--- config.mk ---
export PLATFORM = sky130hd
export DESIGN_NAME = tlic_irq_ctrl
export DESIGN_NICKNAME = d
export VERILOG_FILES = /design/src/verilog/tlic_pkg.sv /design/src/verilog/tlic_edge_det.sv /design/src/verilog/tlic_irq_ctrl.sv
export SDC_FILE = /design/constraint.sdc
export NUM_CORES = 1
export LEC_CHECK = 0
export BUFFER_PORTS_ARGS = -buffer_cell sky130_fd_sc_hd__buf_2
export CAP_MARGIN = 40
export CORE_UTILIZATION = 41
export CTS_CLUSTER_DIAMETER = 100
export DETAILED_ROUTE_END_ITERATION = 16
export GPL_TIMING_DRIVEN = 0
export PLACE_DENSITY = 0.77
export SETUP_SLACK_MARGIN = 0.5
export SLEW_MARGIN = 20
export SYNTH_ARGS = -nofsm -noshare
export SYNTH_HDL_FRONTEND = slang
export SYNTH_HIERARCHICAL = 1
export SYNTH_SLANG_ARGS = --single-unit
--- constraint.sdc ---
create_clock -name clk_in -period 2.1 [get_ports clk_in]
set_clock_uncertainty 0.05 [all_clocks]
set_input_delay 0.21 -clock clk_in [delete_from_list [all_inputs] [get_ports clk_in]]
set_output_delay 0.21 -clock clk_in [all_outputs]
set_load 0.02 [all_outputs]
--- src/verilog/tlic_pkg.sv ---
`default_nettype none

package tlic_pkg;

    // ------------------------------------------------------------
    // sizes
    // ------------------------------------------------------------
    localparam int PC_W   = 21;
    localparam int ADDR_W = 8;
    localparam int NEXT_W = 3;

    // ------------------------------------------------------------
    // vector addresses
    // ------------------------------------------------------------
    localparam logic [PC_W-1:0] VEC_HIGH = 21'h000008;
    localparam logic [PC_W-1:0] VEC_LOW  = 21'h000018;

    // ------------------------------------------------------------
    // register map, byte addresses
    // ------------------------------------------------------------
    localparam logic [ADDR_W-1:0] OFF_CTRL  = 8'h00;
    localparam logic [ADDR_W-1:0] OFF_FLAG  = 8'h04;
    localparam logic [ADDR_W-1:0] OFF_EN    = 8'h08;
    localparam logic [ADDR_W-1:0] OFF_PRIO  = 8'h0c;
    localparam logic [ADDR_W-1:0] OFF_STATE = 8'h10;

    // ------------------------------------------------------------
    // control register layout
    // ------------------------------------------------------------
    typedef struct packed {
        logic [NEXT_W-1:0] ext_pin_edge_select;
        logic              low_level_global_enable;
        logic              high_level_global_enable;
        logic              priority_mode_select;
    } tlic_ctrl_t;

    localparam int          CTRL_W   = 6;
    localparam logic [5:0]  CTRL_RST = 6'h38;

    // ------------------------------------------------------------
    // request pipeline stages between pin event and vector
    // ------------------------------------------------------------
    localparam int LAT_STAGES = 2;

    // ------------------------------------------------------------
    // vector request to the program sequencer
    // ------------------------------------------------------------
    typedef struct packed {
        logic            valid;
        logic            high;
        logic [PC_W-1:0] target;
        logic [PC_W-1:0] ret;
    } tlic_vec_t;

endpackage : tlic_pkg

`default_nettype wire

--- src/verilog/tlic_edge_det.sv ---
`timescale 1ns/1ps
`default_nettype none

module tlic_edge_det #(
    parameter int NPIN = 3
) (
    input  wire logic            clk_in,
    input  wire logic            rst_in,
    input  wire logic            tick_in,
    input  wire logic [NPIN-1:0] pin_in,
    input  wire logic [NPIN-1:0] edge_sel_in,
    output logic      [NPIN-1:0] event_out
);

    logic [NPIN-1:0] prev;
    logic [NPIN-1:0] next_prev;

    // pins are looked at once per instruction cycle
    genvar g;
    generate
        for (g = 0; g < NPIN; g++) begin : g_pin
            always_comb begin
                next_prev[g] = tick_in ? pin_in[g] : prev[g];
                // one selects rising, zero falling  [RQ17]
                event_out[g] = tick_in && (pin_in[g] != prev[g])
                               && (pin_in[g] == edge_sel_in[g]);
            end
        end
    endgenerate

    always_ff @(posedge clk_in) begin
        if (rst_in) begin
            // track the pin in reset so an idle-high pin gives no false edge
            prev <= pin_in;
        end else begin
            prev <= next_prev;
        end
    end

endmodule : tlic_edge_det

`default_nettype wire

--- src/verilog/tlic_irq_ctrl.sv ---
// Overview of operation
// RQ1 - high vector 0008h, low vector 0018h
// RQ2 - high request preempts running low routine
// RQ3 - each source: flag, enable, priority bit
// RQ4 - priority mode: bit7 high, bit6 low enable; code: ctrl bit1 high, bit2 low enable
// RQ5 - flag, enable, level enable set: vector
// RQ6 - compatibility mode: priority ignored, vector 0008h
// RQ7 - compatibility: bit6 peripherals, bit7 all sources; code: ctrl bit2 peripherals, bit1 all sources
// RQ8 - taking clears the admitting global enable
// RQ9 - no low request during high routine
// RQ10 - push return address, load vector
// RQ11 - software clears flags before re-enabling
// RQ12 - return restores the cleared global enable
// RQ13 - pin event to vector: three-four cycles
// RQ14 - flags set regardless of any enable
// RQ15 - software avoids memory moves on live controls
// RQ16 - low enable gates low peripheral sources
// RQ17 - per-pin edge select: one rising
// RQ18 - high request wins over simultaneous low
// RQ19 - push, load, clear in one step
`timescale 1ns/1ps
`default_nettype none

module tlic_irq_ctrl #(
    parameter int               NSRC        = 8,
    parameter int               NEXT        = 3,
    parameter logic [NSRC-1:0]  PERIPH_MASK = 8'hf8
) (
    input  wire logic                         clk_in,
    input  wire logic                         rst_in,
    input  wire logic                         hsel_in,
    input  wire logic [31:0]                  haddr_in,
    input  wire logic [1:0]                   htrans_in,
    input  wire logic                         hwrite_in,
    input  wire logic [2:0]                   hsize_in,
    input  wire logic [31:0]                  hwdata_in,
    input  wire logic                         hready_in,
    output logic                              hreadyout_out,
    output logic                              hresp_out,
    output logic [31:0]                       hrdata_out,
    input  wire logic                         instr_tick_in,
    input  wire logic [NEXT-1:0]              external_irq_pin_in,
    input  wire logic [NSRC-NEXT-1:0]         periph_event_in,
    input  wire logic                         interrupt_return_instr_in,
    input  wire logic [tlic_pkg::PC_W-1:0]    pc_in,
    output tlic_pkg::tlic_vec_t               vector_out,
    output logic                              irq_out
);

    // ------------------------------------------------------------
    // elaboration checks
    // ------------------------------------------------------------
    generate
        if (NEXT < 1 || NEXT > tlic_pkg::NEXT_W || NSRC <= NEXT || NSRC > 32) begin : g_bad
            $error("tlic_irq_ctrl: unsupported source counts");
        end
    endgenerate

    // ------------------------------------------------------------
    // state
    // ------------------------------------------------------------
    tlic_pkg::tlic_ctrl_t ctrl, next_ctrl;
    logic [NSRC-1:0]      flag, next_flag;
    logic [NSRC-1:0]      en, next_en;
    logic [NSRC-1:0]      prio, next_prio;
    logic                 hp_active, next_hp_active;
    logic                 lp_active, next_lp_active;
    logic [tlic_pkg::LAT_STAGES-1:0] req_pipe, next_req_pipe;
    tlic_pkg::tlic_vec_t  next_vector;
    logic                 next_irq;

    logic                        dp_valid, next_dp_valid;
    logic                        dp_write, next_dp_write;
    logic [tlic_pkg::ADDR_W-1:0] dp_addr, next_dp_addr;
    logic                        next_hreadyout;
    logic [31:0]                 next_hrdata;

    logic [NEXT-1:0] ext_event;
    logic [NSRC-1:0] set_vec;
    logic [NSRC-1:0] active;
    logic            elig_hi;
    logic            elig_lo;
    logic            take;
    logic            take_high;
    logic            wr_ctrl;
    logic            wr_flag;
    logic            wr_en;
    logic            wr_prio;

    // ------------------------------------------------------------
    // pin edge detection
    // ------------------------------------------------------------
    tlic_edge_det #(
        .NPIN (NEXT)
    ) u_edge (
        .clk_in      (clk_in),
        .rst_in      (rst_in),
        .tick_in     (instr_tick_in),
        .pin_in      (external_irq_pin_in),
        .edge_sel_in (ctrl.ext_pin_edge_select[NEXT-1:0]),
        .event_out   (ext_event)
    );

    // ------------------------------------------------------------
    // request arbitration
    // ------------------------------------------------------------
    always_comb begin
        set_vec = {periph_event_in, ext_event};
        active  = flag & en;                                          // [RQ3]
        if (ctrl.priority_mode_select) begin
            elig_hi = ctrl.high_level_global_enable && |(active & prio);   // [RQ4] [RQ5]
            // low level needs its own enable and no high routine running
            elig_lo = ctrl.high_level_global_enable && ctrl.low_level_global_enable
                      && !hp_active && |(active & ~prio);             // [RQ9] [RQ16]
        end else begin
            // priority bits have no effect here
            elig_hi = ctrl.high_level_global_enable
                      && |(active & (~PERIPH_MASK
                           | {NSRC{ctrl.low_level_global_enable}}));  // [RQ6] [RQ7]
            elig_lo = 1'b0;
        end
        // pipeline gives a fixed latency in instruction cycles, so the length
        // of the interrupted instruction plays no part
        take      = instr_tick_in && req_pipe[tlic_pkg::LAT_STAGES-1]
                    && (elig_hi || elig_lo);                           // [RQ13]
        take_high = elig_hi;                                          // [RQ18] [RQ2]
    end

    // ------------------------------------------------------------
    // bus decode
    // ------------------------------------------------------------
    always_comb begin
        wr_ctrl = dp_valid && dp_write && (dp_addr == tlic_pkg::OFF_CTRL);
        wr_flag = dp_valid && dp_write && (dp_addr == tlic_pkg::OFF_FLAG);
        wr_en   = dp_valid && dp_write && (dp_addr == tlic_pkg::OFF_EN);
        wr_prio = dp_valid && dp_write && (dp_addr == tlic_pkg::OFF_PRIO);
    end

    // ------------------------------------------------------------
    // controller next state
    // ------------------------------------------------------------
    always_comb begin
        next_ctrl      = ctrl;
        next_en        = wr_en ? hwdata_in[NSRC-1:0] : en;
        next_prio      = wr_prio ? hwdata_in[NSRC-1:0] : prio;
        next_hp_active = hp_active;
        next_lp_active = lp_active;
        if (wr_ctrl) begin
            next_ctrl = tlic_pkg::tlic_ctrl_t'(hwdata_in[tlic_pkg::CTRL_W-1:0]);
        end
        // set wins over the write-one clear  [RQ14]
        next_flag = (wr_flag ? (flag & ~hwdata_in[NSRC-1:0]) : flag) | set_vec;
        if (interrupt_return_instr_in) begin                          // [RQ12]
            if (hp_active) begin
                next_ctrl.high_level_global_enable = 1'b1;
                next_hp_active                     = 1'b0;
            end else if (lp_active) begin
                next_ctrl.low_level_global_enable = 1'b1;
                next_lp_active                    = 1'b0;
            end
        end
        // hardware clear overrides a software write in the same cycle
        if (take) begin                                               // [RQ19]
            if (take_high) begin
                next_ctrl.high_level_global_enable = 1'b0;            // [RQ8]
                next_hp_active                     = 1'b1;
            end else begin
                next_ctrl.low_level_global_enable = 1'b0;             // [RQ8]
                next_lp_active                    = 1'b1;
            end
        end
        next_req_pipe = req_pipe;
        if (instr_tick_in) begin
            next_req_pipe = {req_pipe[tlic_pkg::LAT_STAGES-2:0], elig_hi || elig_lo};
        end
        next_vector       = '0;
        next_vector.valid = take;                                     // [RQ10] [RQ19]
        next_vector.high  = take_high;
        next_vector.target = take_high ? tlic_pkg::VEC_HIGH : tlic_pkg::VEC_LOW;  // [RQ1]
        next_vector.ret   = pc_in;
        next_irq          = |(flag & en);
    end

    // ------------------------------------------------------------
    // bus slave next state: one wait state per transfer
    // ------------------------------------------------------------
    always_comb begin
        next_dp_valid  = 1'b0;
        next_dp_write  = dp_write;
        next_dp_addr   = dp_addr;
        next_hreadyout = 1'b1;
        next_hrdata    = hrdata_out;
        if (dp_valid) begin
            // writes of the data phase land before the read value is taken
            next_hrdata = 32'h00000000;
            if (!dp_write) begin
                case (dp_addr)
                    tlic_pkg::OFF_CTRL:  next_hrdata[tlic_pkg::CTRL_W-1:0] = ctrl;
                    tlic_pkg::OFF_FLAG:  next_hrdata[NSRC-1:0] = flag;
                    tlic_pkg::OFF_EN:    next_hrdata[NSRC-1:0] = en;
                    tlic_pkg::OFF_PRIO:  next_hrdata[NSRC-1:0] = prio;
                    tlic_pkg::OFF_STATE: next_hrdata[2:0] = {irq_out, lp_active, hp_active};
                    default:             next_hrdata = 32'h00000000;
                endcase
            end
        end else if (hsel_in && htrans_in[1] && hready_in) begin
            next_dp_valid  = 1'b1;
            next_dp_write  = hwrite_in;
            next_dp_addr   = haddr_in[tlic_pkg::ADDR_W-1:0];
            next_hreadyout = 1'b0;
        end
    end

    // ------------------------------------------------------------
    // registers
    // ------------------------------------------------------------
    always_ff @(posedge clk_in) begin
        if (rst_in) begin
            ctrl          <= tlic_pkg::tlic_ctrl_t'(tlic_pkg::CTRL_RST);
            flag          <= '0;
            en            <= '0;
            prio          <= '1;
            hp_active     <= 1'b0;
            lp_active     <= 1'b0;
            req_pipe      <= '0;
            vector_out    <= '0;
            irq_out       <= 1'b0;
            dp_valid      <= 1'b0;
            dp_write      <= 1'b0;
            dp_addr       <= '0;
            hreadyout_out <= 1'b1;
            hresp_out     <= 1'b0;
            hrdata_out    <= 32'h00000000;
        end else begin
            ctrl          <= next_ctrl;
            flag          <= next_flag;
            en            <= next_en;
            prio          <= next_prio;
            hp_active     <= next_hp_active;
            lp_active     <= next_lp_active;
            req_pipe      <= next_req_pipe;
            vector_out    <= next_vector;
            irq_out       <= next_irq;
            dp_valid      <= next_dp_valid;
            dp_write      <= next_dp_write;
            dp_addr       <= next_dp_addr;
            hreadyout_out <= next_hreadyout;
            hresp_out     <= 1'b0;
            hrdata_out    <= next_hrdata;
        end
    end
endmodule : tlic_irq_ctrl

`default_nettype wire

==> impl_metrics.tcl, run 1 <==
set metrics [dict create \
    status "finished with violations" \
    failed_checks "negative setup slack" \
    rsz0062_at_grt "true" \
    cp-end-kind "register" \
    criticalPathCategory "reg2reg" \
    cp_max_fo 6 \
    syn2layout_area_growth_pct 34.91 \
    drt_iter0_drc 224 \
    hp-class "in2reg" \
    ys_seq_area_frac 0.4739 \
    grt_antenna_before_repair 0 \
    synth_edf_count 3 \
    finalCriticalPeriod_ns 2.119 \
    postRouteAntennaNets 0 \
    yosys-top-cells-area "dfxtp_1 45%, buf_4 9.4%, mux2i_1 6.8%" \
    drv_slew 0 \
    drt-vias-per-instance 4.853 \
    tns_ns -0.04707 \
    power_density_nw_per_um2 655.7 \
    clock_tree.htree_level_count 3 \
    maxCapViolations 0 \
    p_total_mw 3.120 \
    drive_gt1_frac 0.3677 \
    max-vdd-ir-drop_mv 0.3189 \
    diodes 0 \
    synth_top_cell_by_area "dfxtp_1" \
    core_area_um2 8258 \
    grt_first_pass_wirelength_mm 14.18 \
    clockBufferDepth 2 \
    clock_latency_ns 0.36 \
    ys.flop_type "dfxtp_1" \
    fillers 781 \
    synth_top_area_frac 0.4484 \
    instances_no_fill 638 \
    grt_usage 0.2091 \
    setup_violations 4 \
    start_util 0.4271 \
    fin_crit_sh 1.009 \
    fmax_mhz 471.8 \
    io_buffers 87 \
    floorplan.rows 33 \
    num-nets-final 633 \
    crit_family "simple AND/OR/NAND/NOR gates" \
    io_pins 184 \
    die_area_um2 8978 \
    max_slew.worst_pin.slew_ns 0.5953 \
    ys_seq_elements 82 \
    synth_area_um2 3527 \
    critPathRequiredTime_ns 2.26 \
    path_cells "or4_4, or3_4, nor3_4, buf_12, mux2i_1, nand2_1" \
    crit_buf_inv 1 \
    final_common_cell "buf_2" \
    grt-ovfl-total 0 \
    yosys_warnings 6 \
    cts.sinks 82 \
    fin_ws_ns -0.01940 \
    crit_path_start_kind "register" \
    route.detailed.drc 0 \
    num_vias 3096 \
    die_w_um 94.75 \
    wl_per_cell_um 14.05 \
    p_leak_nw 2.141 \
    yosysUniqueCellTypes 50 \
    syn_inst 369 \
    clockRootBuffer "clkbuf_8" \
    max_stage_delay_ns 0.53 \
    place_hpwl_mm 6.492 \
    slew_headroom 0.6031 \
    avgSynthCellArea_um2 9.559 \
    grt_max_degree 16 \
    synth-async-reset-ratio 0 \
    die_height_um 94.75 \
    clkTransAtPathRegs_ns 0.09 \
    grt_pass1_vias 2960 \
    cts_made_buffers 9 \
    cpMaxStageDelayCell "or4_4" \
    hold_ws_ns 0.008209 \
    hold_violations 0 \
    wirelength_mm 8.963 \
    firstDrtPassIters 7 \
    final_cell_mix "87 x buf_2, 72 x dfxtp_1, 53 x nand2_1, 50 x buf_4, 44 x conb_1" \
    place.gp.congestion 0.9297 \
    placedCellCount 605 \
    cts_tree "yes" \
    critPathArrivalTime_ns 2.28 \
]
-- worst paths after layout --
check / from / depth (start not counted) / slack [ns] / end
max: dp_addr[7] / 6 / -0.02 / ctrl[3]
min: pc_in[15] / 2 / 0.008 / vector_out[15]
max reg2reg: dp_addr[7] / 6 / -0.02 / ctrl[3]
min reg2reg: hrdata_out[6] / 2 / 0.40 / hrdata_out[6]
-- timing repair --
item / 4_1_cts / 5_1_grt
setup endpoints to repair: 43 / 42
hold buffers: 5 / 2
buffers inserted: 9 / 1
resized for setup: 14 / 12
pin swaps: 8 / 7
endpoints found under the hold margin: 5 / 2
-- report_power, final --
group	switching (mW)	leakage [nW]	internal, mW
Combinational	0.227	1.37	0.171
Sequential	0.0308	0.680	1.61
Clock	0.607	0.0933	0.472
-- synthesized netlist by cell type (2+ instances only) --
library cell and instances:
a31oi_1 2, mux2_2 3, nand2b_1 5, o22ai_1 2
mux4_2 3, buf_4 44, a21oi_1 19, nor2b_1 23
a2bb2oi_1 6, nand3_1 10, nor2_1 30, inv_1 3
o31ai_1 3, dfxtp_1 79, o21ai_0 2, a211oi_1 2
nand4b_1 4, or4_4 2, edfxtp_1 3, nand3b_1 3
mux2i_1 24, a22o_1 3, o31ai_2 2, nand2_1 53
clkbuf_1 10, a22oi_1 2, a222oi_1 2, a221o_1 3
-- cells by family after synthesis --
logic type	Yosys count	share of synthesized area
and+or+nand+nor	142	0.2047
DFF	82	0.4739
buffers and inverters	59	0.1100
AOI/OAI and AO/OA	55	0.1135
muxes	30	0.09684
other	1	0.001063
-- sequential cells by signal (all words and copies together), names as in the netlist --
| name | count |
|---|---|
| hrdata_out | 8 |
| req_pipe | 2 |
| u_edge/prev | 3 |
| prio | 8 |
| dp_valid | 1 |
| hp_active | 1 |
| flag | 8 |
| hreadyout_out | 1 |
| lp_active | 1 |
| irq_out | 1 |
| dp_write | 1 |
| en | 8 |
| ctrl | 6 |
| vector_out | 25 |
| dp_addr | 8 |
-- final cells by class --
| cell class | instances | area, um^2 | share of cell area |
|---|---|---|---|
| well taps | 105 | 131.4 | 0.02761 |
| clock inverters | 6 | 47.55 | 0.009992 |
| flip-flops and latches | 82 | 1683 | 0.3537 |
| clock buffers | 10 | 137.6 | 0.02892 |
| repair buffers | 105 | 624.3 | 0.1312 |
| plain buffers | 56 | 384.1 | 0.08073 |
| multi-input cells | 271 | 1739 | 0.3655 |
| inverters | 3 | 11.26 | 0.002367 |
-- worst reg2reg max path, cell delays in order (launching register included) --
cell     delay, ns
dfxtp_2       0.33
or4_4         0.53
or3_4         0.38
nor3_4        0.27
buf_12        0.17
mux2i_1       0.17
nand2_1       0.07
-- routing by layer --
layer  vias to the layer above  routed length (um)  GRT usage
met4                         0                 288     0.1048
met3                        31                 619    0.05153
met2                       129                4397     0.3567
met5                         -                   0          0
met1                      1427                3657     0.2424
li1                       1509                   -          -
-- stage by stage --
stage,setup slack (ns),utilization,cell area (um^2)
after global placement,-0.6397,0.5192,4288
after floorplan,-0.01044,-,3721
final,-0.01940,0.5762,4758
after CTS,-0.0007194,0.5659,4673
after global routing,-0.08438,0.5762,4758
after detailed placement,-0.2319,0.5209,4302
(Power assumes the default switching activity.)
==> run 2, diff against run 1 <==
CTS_BUF_LIST = sky130_fd_sc_hd__clkbuf_16   (was not set)
==> impl_metrics.tcl, run 2 (synthesis gave the netlist of run 1 again) <==
set metrics [dict create \
    r2r-end "ctrl[0]" \
    cp-endpoint "ctrl[0]" \
    firstDrtPassIters 4 \
    grt_max_degree 16 \
    multi_input_area_um2 1739 \
    start_util 0.4271 \
    setup_violations 2 \
    cts_tree "yes" \
    die_height_um 94.75 \
    clkTransAtPathRegs_ns 0.07 \
    switching_share 0.2616 \
    startpoint "dp_addr[7]" \
    p_seq_frac 0.470 \
    switchingPower_uw 915.7 \
    largest_register_ffs 25 \
    wirelength_mm 9.116 \
    max-vdd-ir-drop_mv 0.3936 \
    cp_max_fo 6 \
    drt-vias-per-instance 4.878 \
    floorplan.rows 33 \
    ff_latch_area_um2 1679 \
    grt_pass1_vias 2934 \
    fmax_mhz 472.8 \
    die_w_um 94.75 \
    p_leak_nw 2.146 \
    syn2layout_area_growth_pct 35.40 \
    max_slew.worst_pin.slew_ns 0.6159 \
    critPathRequiredTime_ns 2.25 \
    final_common_cell "buf_2" \
    clock_latency_ns 0.34 \
    maxCapViolations 0 \
    cpMaxStageDelayCell "or4_4" \
    clock_tree.htree_level_count 3 \
    fillers 786 \
    p_comb_frac 0.111 \
    io_buffers 87 \
    intPower_mw 2.585 \
    regToRegStartpoint "dp_addr[7]" \
    grt_first_pass_wirelength_mm 14.26 \
    p_clk_frac 0.418 \
    hold_violations 0 \
    die_area_um2 8978 \
    clockRootBuffer "clkbuf_16" \
    hold_ws_ns 0.02428 \
    p_total_mw 3.501 \
    place.gp.congestion 0.9297 \
    path_cells "or4_4, or3_4, nor3_4, buf_12, mux2i_1, nor2_1" \
    cts.sinks 82 \
    route.detailed.drc 0 \
    finalCriticalPeriod_ns 2.115 \
    num_vias 3078 \
    instances_no_fill 631 \
    grt_usage 0.2121 \
    diodes 0 \
    grt-ovfl-total 0 \
    place_hpwl_mm 6.492 \
    cts_hold_buffers 0 \
    drive_gt1_frac 0.3688 \
    status "finished with violations" \
    grt_antenna_before_repair 0 \
    cp-end-kind "register" \
    design_area_um2 4776 \
    fin_ws_ns -0.01524 \
    r2r_slack_ns -0.02 \
    failed_checks "negative setup slack" \
    drv_slew 0 \
    clockBufferDepth 2 \
    cts_made_buffers 9 \
    power_density_nw_per_um2 733.1 \
    critPathArrivalTime_ns 2.27 \
    num-nets-final 626 \
    hp-class "in2reg" \
    top_register "vector_out" \
    crit_path_start_kind "register" \
    drt_iter0_drc 198 \
    io_pins 184 \
    slew_headroom 0.5894 \
    reg2regPathDepth 6 \
    placedCellCount 605 \
    postRouteAntennaNets 0 \
    wl_per_cell_um 14.45 \
    place_area_um2 4302 \
    max_stage_delay_ns 0.53 \
    fin_crit_sh 1.007 \
    rsz0062_at_grt "true" \
    criticalPathCategory "reg2reg" \
    final_cell_mix "87 x buf_2, 73 x dfxtp_1, 53 x nand2_1, 50 x buf_4, 44 x conb_1" \
    core_area_um2 8258 \
]
-- run 2: layer usage --
layer | track usage | share of wire | wire length [um]
met1 | 0.2424 | 0.41 | 3748
met4 | 0.1124 | 0.022 | 198
met5 | 0 | 0 | 0
met3 | 0.05072 | 0.063 | 571
met2 | 0.3645 | 0.50 | 4597
-- run 2: cell type report --
| cell class | count | share of cell area |
|---|---|---|
| multi-input combinational | 271 | 0.3642 |
| sequential | 82 | 0.3516 |
| timing repair buffer | 98 | 0.1161 |
| buffer | 56 | 0.08043 |
| clock buffer | 9 | 0.04716 |
| tap | 105 | 0.02751 |
| clock inverter | 7 | 0.01074 |
| inverter | 3 | 0.002358 |
-- run 2: what timing repair did --
item,4_1_cts,5_1_grt
setup endpoints to repair,43,42
gates cloned,0,0
buffers inserted,8,2
gates resized for setup,12,12
pin swaps,12,6
-- run 2: power groups by stage --
| stage | Combinational, mW | Clock [mW] | Sequential (mW) |
|---|---|---|---|
| floorplan | 0.226 | 0 | 1.71 |
| global placement | 0.368 | 0 | 1.68 |
| detailed placement | 0.374 | 0 | 1.68 |
| CTS | 0.382 | 1.49 | 1.65 |
| global route | 0.421 | 1.56 | 1.65 |
| finish | 0.390 | 1.46 | 1.65 |
-- run 2: worst min-delay path by stage --
stage	from	endpoint	slack [ns]	depth (start not counted)
2_1_floorplan	external_irq_pin_in[0]	u_edge/prev[0]	0.26	0
4_1_cts	periph_event_in[3]	flag[6]	0.02	3
3_3_place_gp	periph_event_in[1]	flag[4]	0.37	3
6_report	periph_event_in[3]	flag[6]	0.02	3
5_1_grt	pc_in[9]	vector_out[9]	0.02	2
3_5_place_dp	pc_in[15]	vector_out[15]	0.37	2
-- run 2: critical path: cells and delay by family (launching register included) --
kind	cells	cell delay, ns
and+or+nand+nor	4	1.23
buffers and inverters	1	0.17
muxes	1	0.20
DFF	1	0.32
-- run 2: metrics by stage --
stage            util   TNS, ns  worst slack, ns
2_1_floorplan       -  -0.01044         -0.01044
3_3_place_gp   0.5192    -5.443          -0.6397
3_5_place_dp   0.5209   -0.7262          -0.2319
4_1_cts        0.5705         0         0.008198
5_1_grt        0.5783   -0.4266         -0.07350
6_report       0.5783  -0.01784         -0.01524
==> run 3, diff against run 2 <==
CORE_UTILIZATION = 35   (was 41)
GPL_TIMING_DRIVEN = not set   (was 0)
HOLD_SLACK_MARGIN = 0.1   (was not set)
PLACE_DENSITY = 0.67   (was 0.77)
==> impl_metrics.tcl, run 3 (synthesis gave the netlist of run 1 again) <==
set metrics [dict create \
    p_seq_frac 0.470 \
    io_buffers 87 \
    crit_path_start_kind "register" \
    tns_ns 0 \
    route.detailed.drc 0 \
    core_area_um2 9774 \
    fillers 893 \
    num_vias 3110 \
    diodes 0 \
    p_leak_nw 2.128 \
    cts_made_buffers 9 \
    drt-vias-per-instance 4.755 \
    floorplan.rows 36 \
    switchingPower_uw 835.3 \
    grt-ovfl-total 0 \
    rsz0062_at_grt "true" \
    drv_slew 0 \
    wirelength_mm 9.049 \
    wl_per_cell_um 13.84 \
    regToRegStartpoint "dp_addr[7]" \
    status "complete, no violations" \
    place.gp.congestion 0.8943 \
    clockBufferDepth 2 \
    die_area_um2 10480 \
    clock_tree.htree_level_count 3 \
    instances_no_fill 654 \
    grt_usage 0.1732 \
    startpoint "dp_addr[7]" \
    io_pins 184 \
    p_total_mw 3.516 \
    firstDrtPassIters 4 \
    drive_gt1_frac 0.3033 \
    clockRootBuffer "clkbuf_16" \
    placedCellCount 589 \
    clkTransAtPathRegs_ns 0.06 \
    grt_antenna_before_repair 0 \
    p_comb_frac 0.111 \
    syn2layout_area_growth_pct 39.45 \
    cp-end-kind "register" \
    hp-class "in2reg" \
    setup_violations 0 \
    cts.sinks 82 \
    criticalPathCategory "reg2reg" \
    maxCapViolations 0 \
    hp-start "hwdata_in[4]" \
    num-nets-final 621 \
    place_hpwl_mm 6.211 \
    slew_headroom 0.6414 \
    cp_max_fo 6 \
    fmax_mhz 486.2 \
    finalCriticalPeriod_ns 2.057 \
    clock_latency_ns 0.33 \
    max-vdd-ir-drop_mv 0.4575 \
    switching_share 0.2376 \
    postRouteAntennaNets 0 \
    hold_violations 0 \
    grt_max_degree 34 \
    top_register "vector_out" \
    die_w_um 102.4 \
    grt_first_pass_wirelength_mm 13.66 \
    grt_pass1_vias 2847 \
    power_density_nw_per_um2 714.8 \
    cts_tree "yes" \
    intPower_mw 2.680 \
    largest_register_ffs 25 \
    p_clk_frac 0.419 \
    die_height_um 102.4 \
    start_util 0.3609 \
    max_slew.worst_pin.slew_ns 0.5359 \
    critPathArrivalTime_ns 2.20 \
    final_cell_mix "87 x buf_2, 72 x dfxtp_1, 52 x nand2_1, 44 x conb_1, 42 x dlygate4sd3_1" \
    fin_crit_sh 0.9794 \
    drt_iter0_drc 143 \
    final_common_cell "buf_2" \
    critPathRequiredTime_ns 2.24 \
]
[run 3: cell types whose count changed in the layout (fill, tap and decap cells not counted), sizes merged]
cell / delta
clkinv: -1
buf: -37
clkinvlp: -1
dlygate4sd3: +42
clkbuf: -10
inv: +1
bufinv: +1
[run 3: final cells by class]
| class | instances | area, um^2 | area share |
|---|---|---|---|
| repair buffers | 149 | 1037 | 0.2109 |
| flip-flops and latches | 82 | 1683 | 0.3422 |
| multi-input cells | 271 | 1742 | 0.3541 |
| inverters | 3 | 11.26 | 0.002289 |
| clock buffers | 9 | 225.2 | 0.04579 |
| clock inverters | 7 | 53.80 | 0.01094 |
| well taps | 133 | 166.4 | 0.03383 |
[run 3: per-layer routing]
| layer | part of all wire | GRT usage |
|---|---|---|
| met4 | 0.021 | 0.07802 |
| met2 | 0.51 | 0.3010 |
| met5 | 0 | 0 |
| met3 | 0.047 | 0.03625 |
| met1 | 0.42 | 0.2049 |
[run 3: power by group through the flow]
| stage | logic (mW) | registers (mW) | clock network, mW |
|---|---|---|---|
| floorplan | 0.226 | 1.71 | 0 |
| global placement | 0.301 | 1.68 | 0 |
| detailed placement | 0.307 | 1.68 | 0 |
| CTS | 0.377 | 1.65 | 1.51 |
| global route | 0.423 | 1.66 | 1.58 |
| finish | 0.391 | 1.65 | 1.47 |
[run 3: timing repair]
item / CTS / global route
endpoints found under the setup margin: 40 / 44
hold endpoints to repair: 42 / 0
hold buffers: 42 / 0
gates resized for setup: 13 / 18
pin swaps: 16 / 11
buffers inserted: 5 / 2
[run 3: metrics by stage]
stage | hold slack, ns | instance area [um^2] | utilization | setup WS (ns)
3_5_place_dp | 0.3725 | 4038 | 0.4131 | -0.02477
2_1_floorplan | 0.2589 | 3721 | - | -0.01044
3_3_place_gp | 0.3643 | 4038 | 0.4131 | 0.02846
4_1_cts | 0.1055 | 4831 | 0.4942 | 0.04584
5_1_grt | 0.1063 | 4918 | 0.5032 | -0.01294
6_report | 0.1126 | 4918 | 0.5032 | 0.04331
[run 3: worst paths after layout]
check | endpoint | slack (ns) | cells past startpoint
setup / recovery | ctrl[4] | 0.04 | 6
hold reg to reg | hrdata_out[6] | 0.39 | 2
setup reg to reg | ctrl[4] | 0.04 | 6
hold / removal | prio[4] | 0.11 | 3
[run 3: critical path, stage by stage (launching register included)]
cell,delay [ns]
dfxtp_2,0.32
or4_4,0.54
or3_4,0.40
nor3_4,0.17
buf_6,0.17
mux2i_1,0.19
nand2_1,0.07
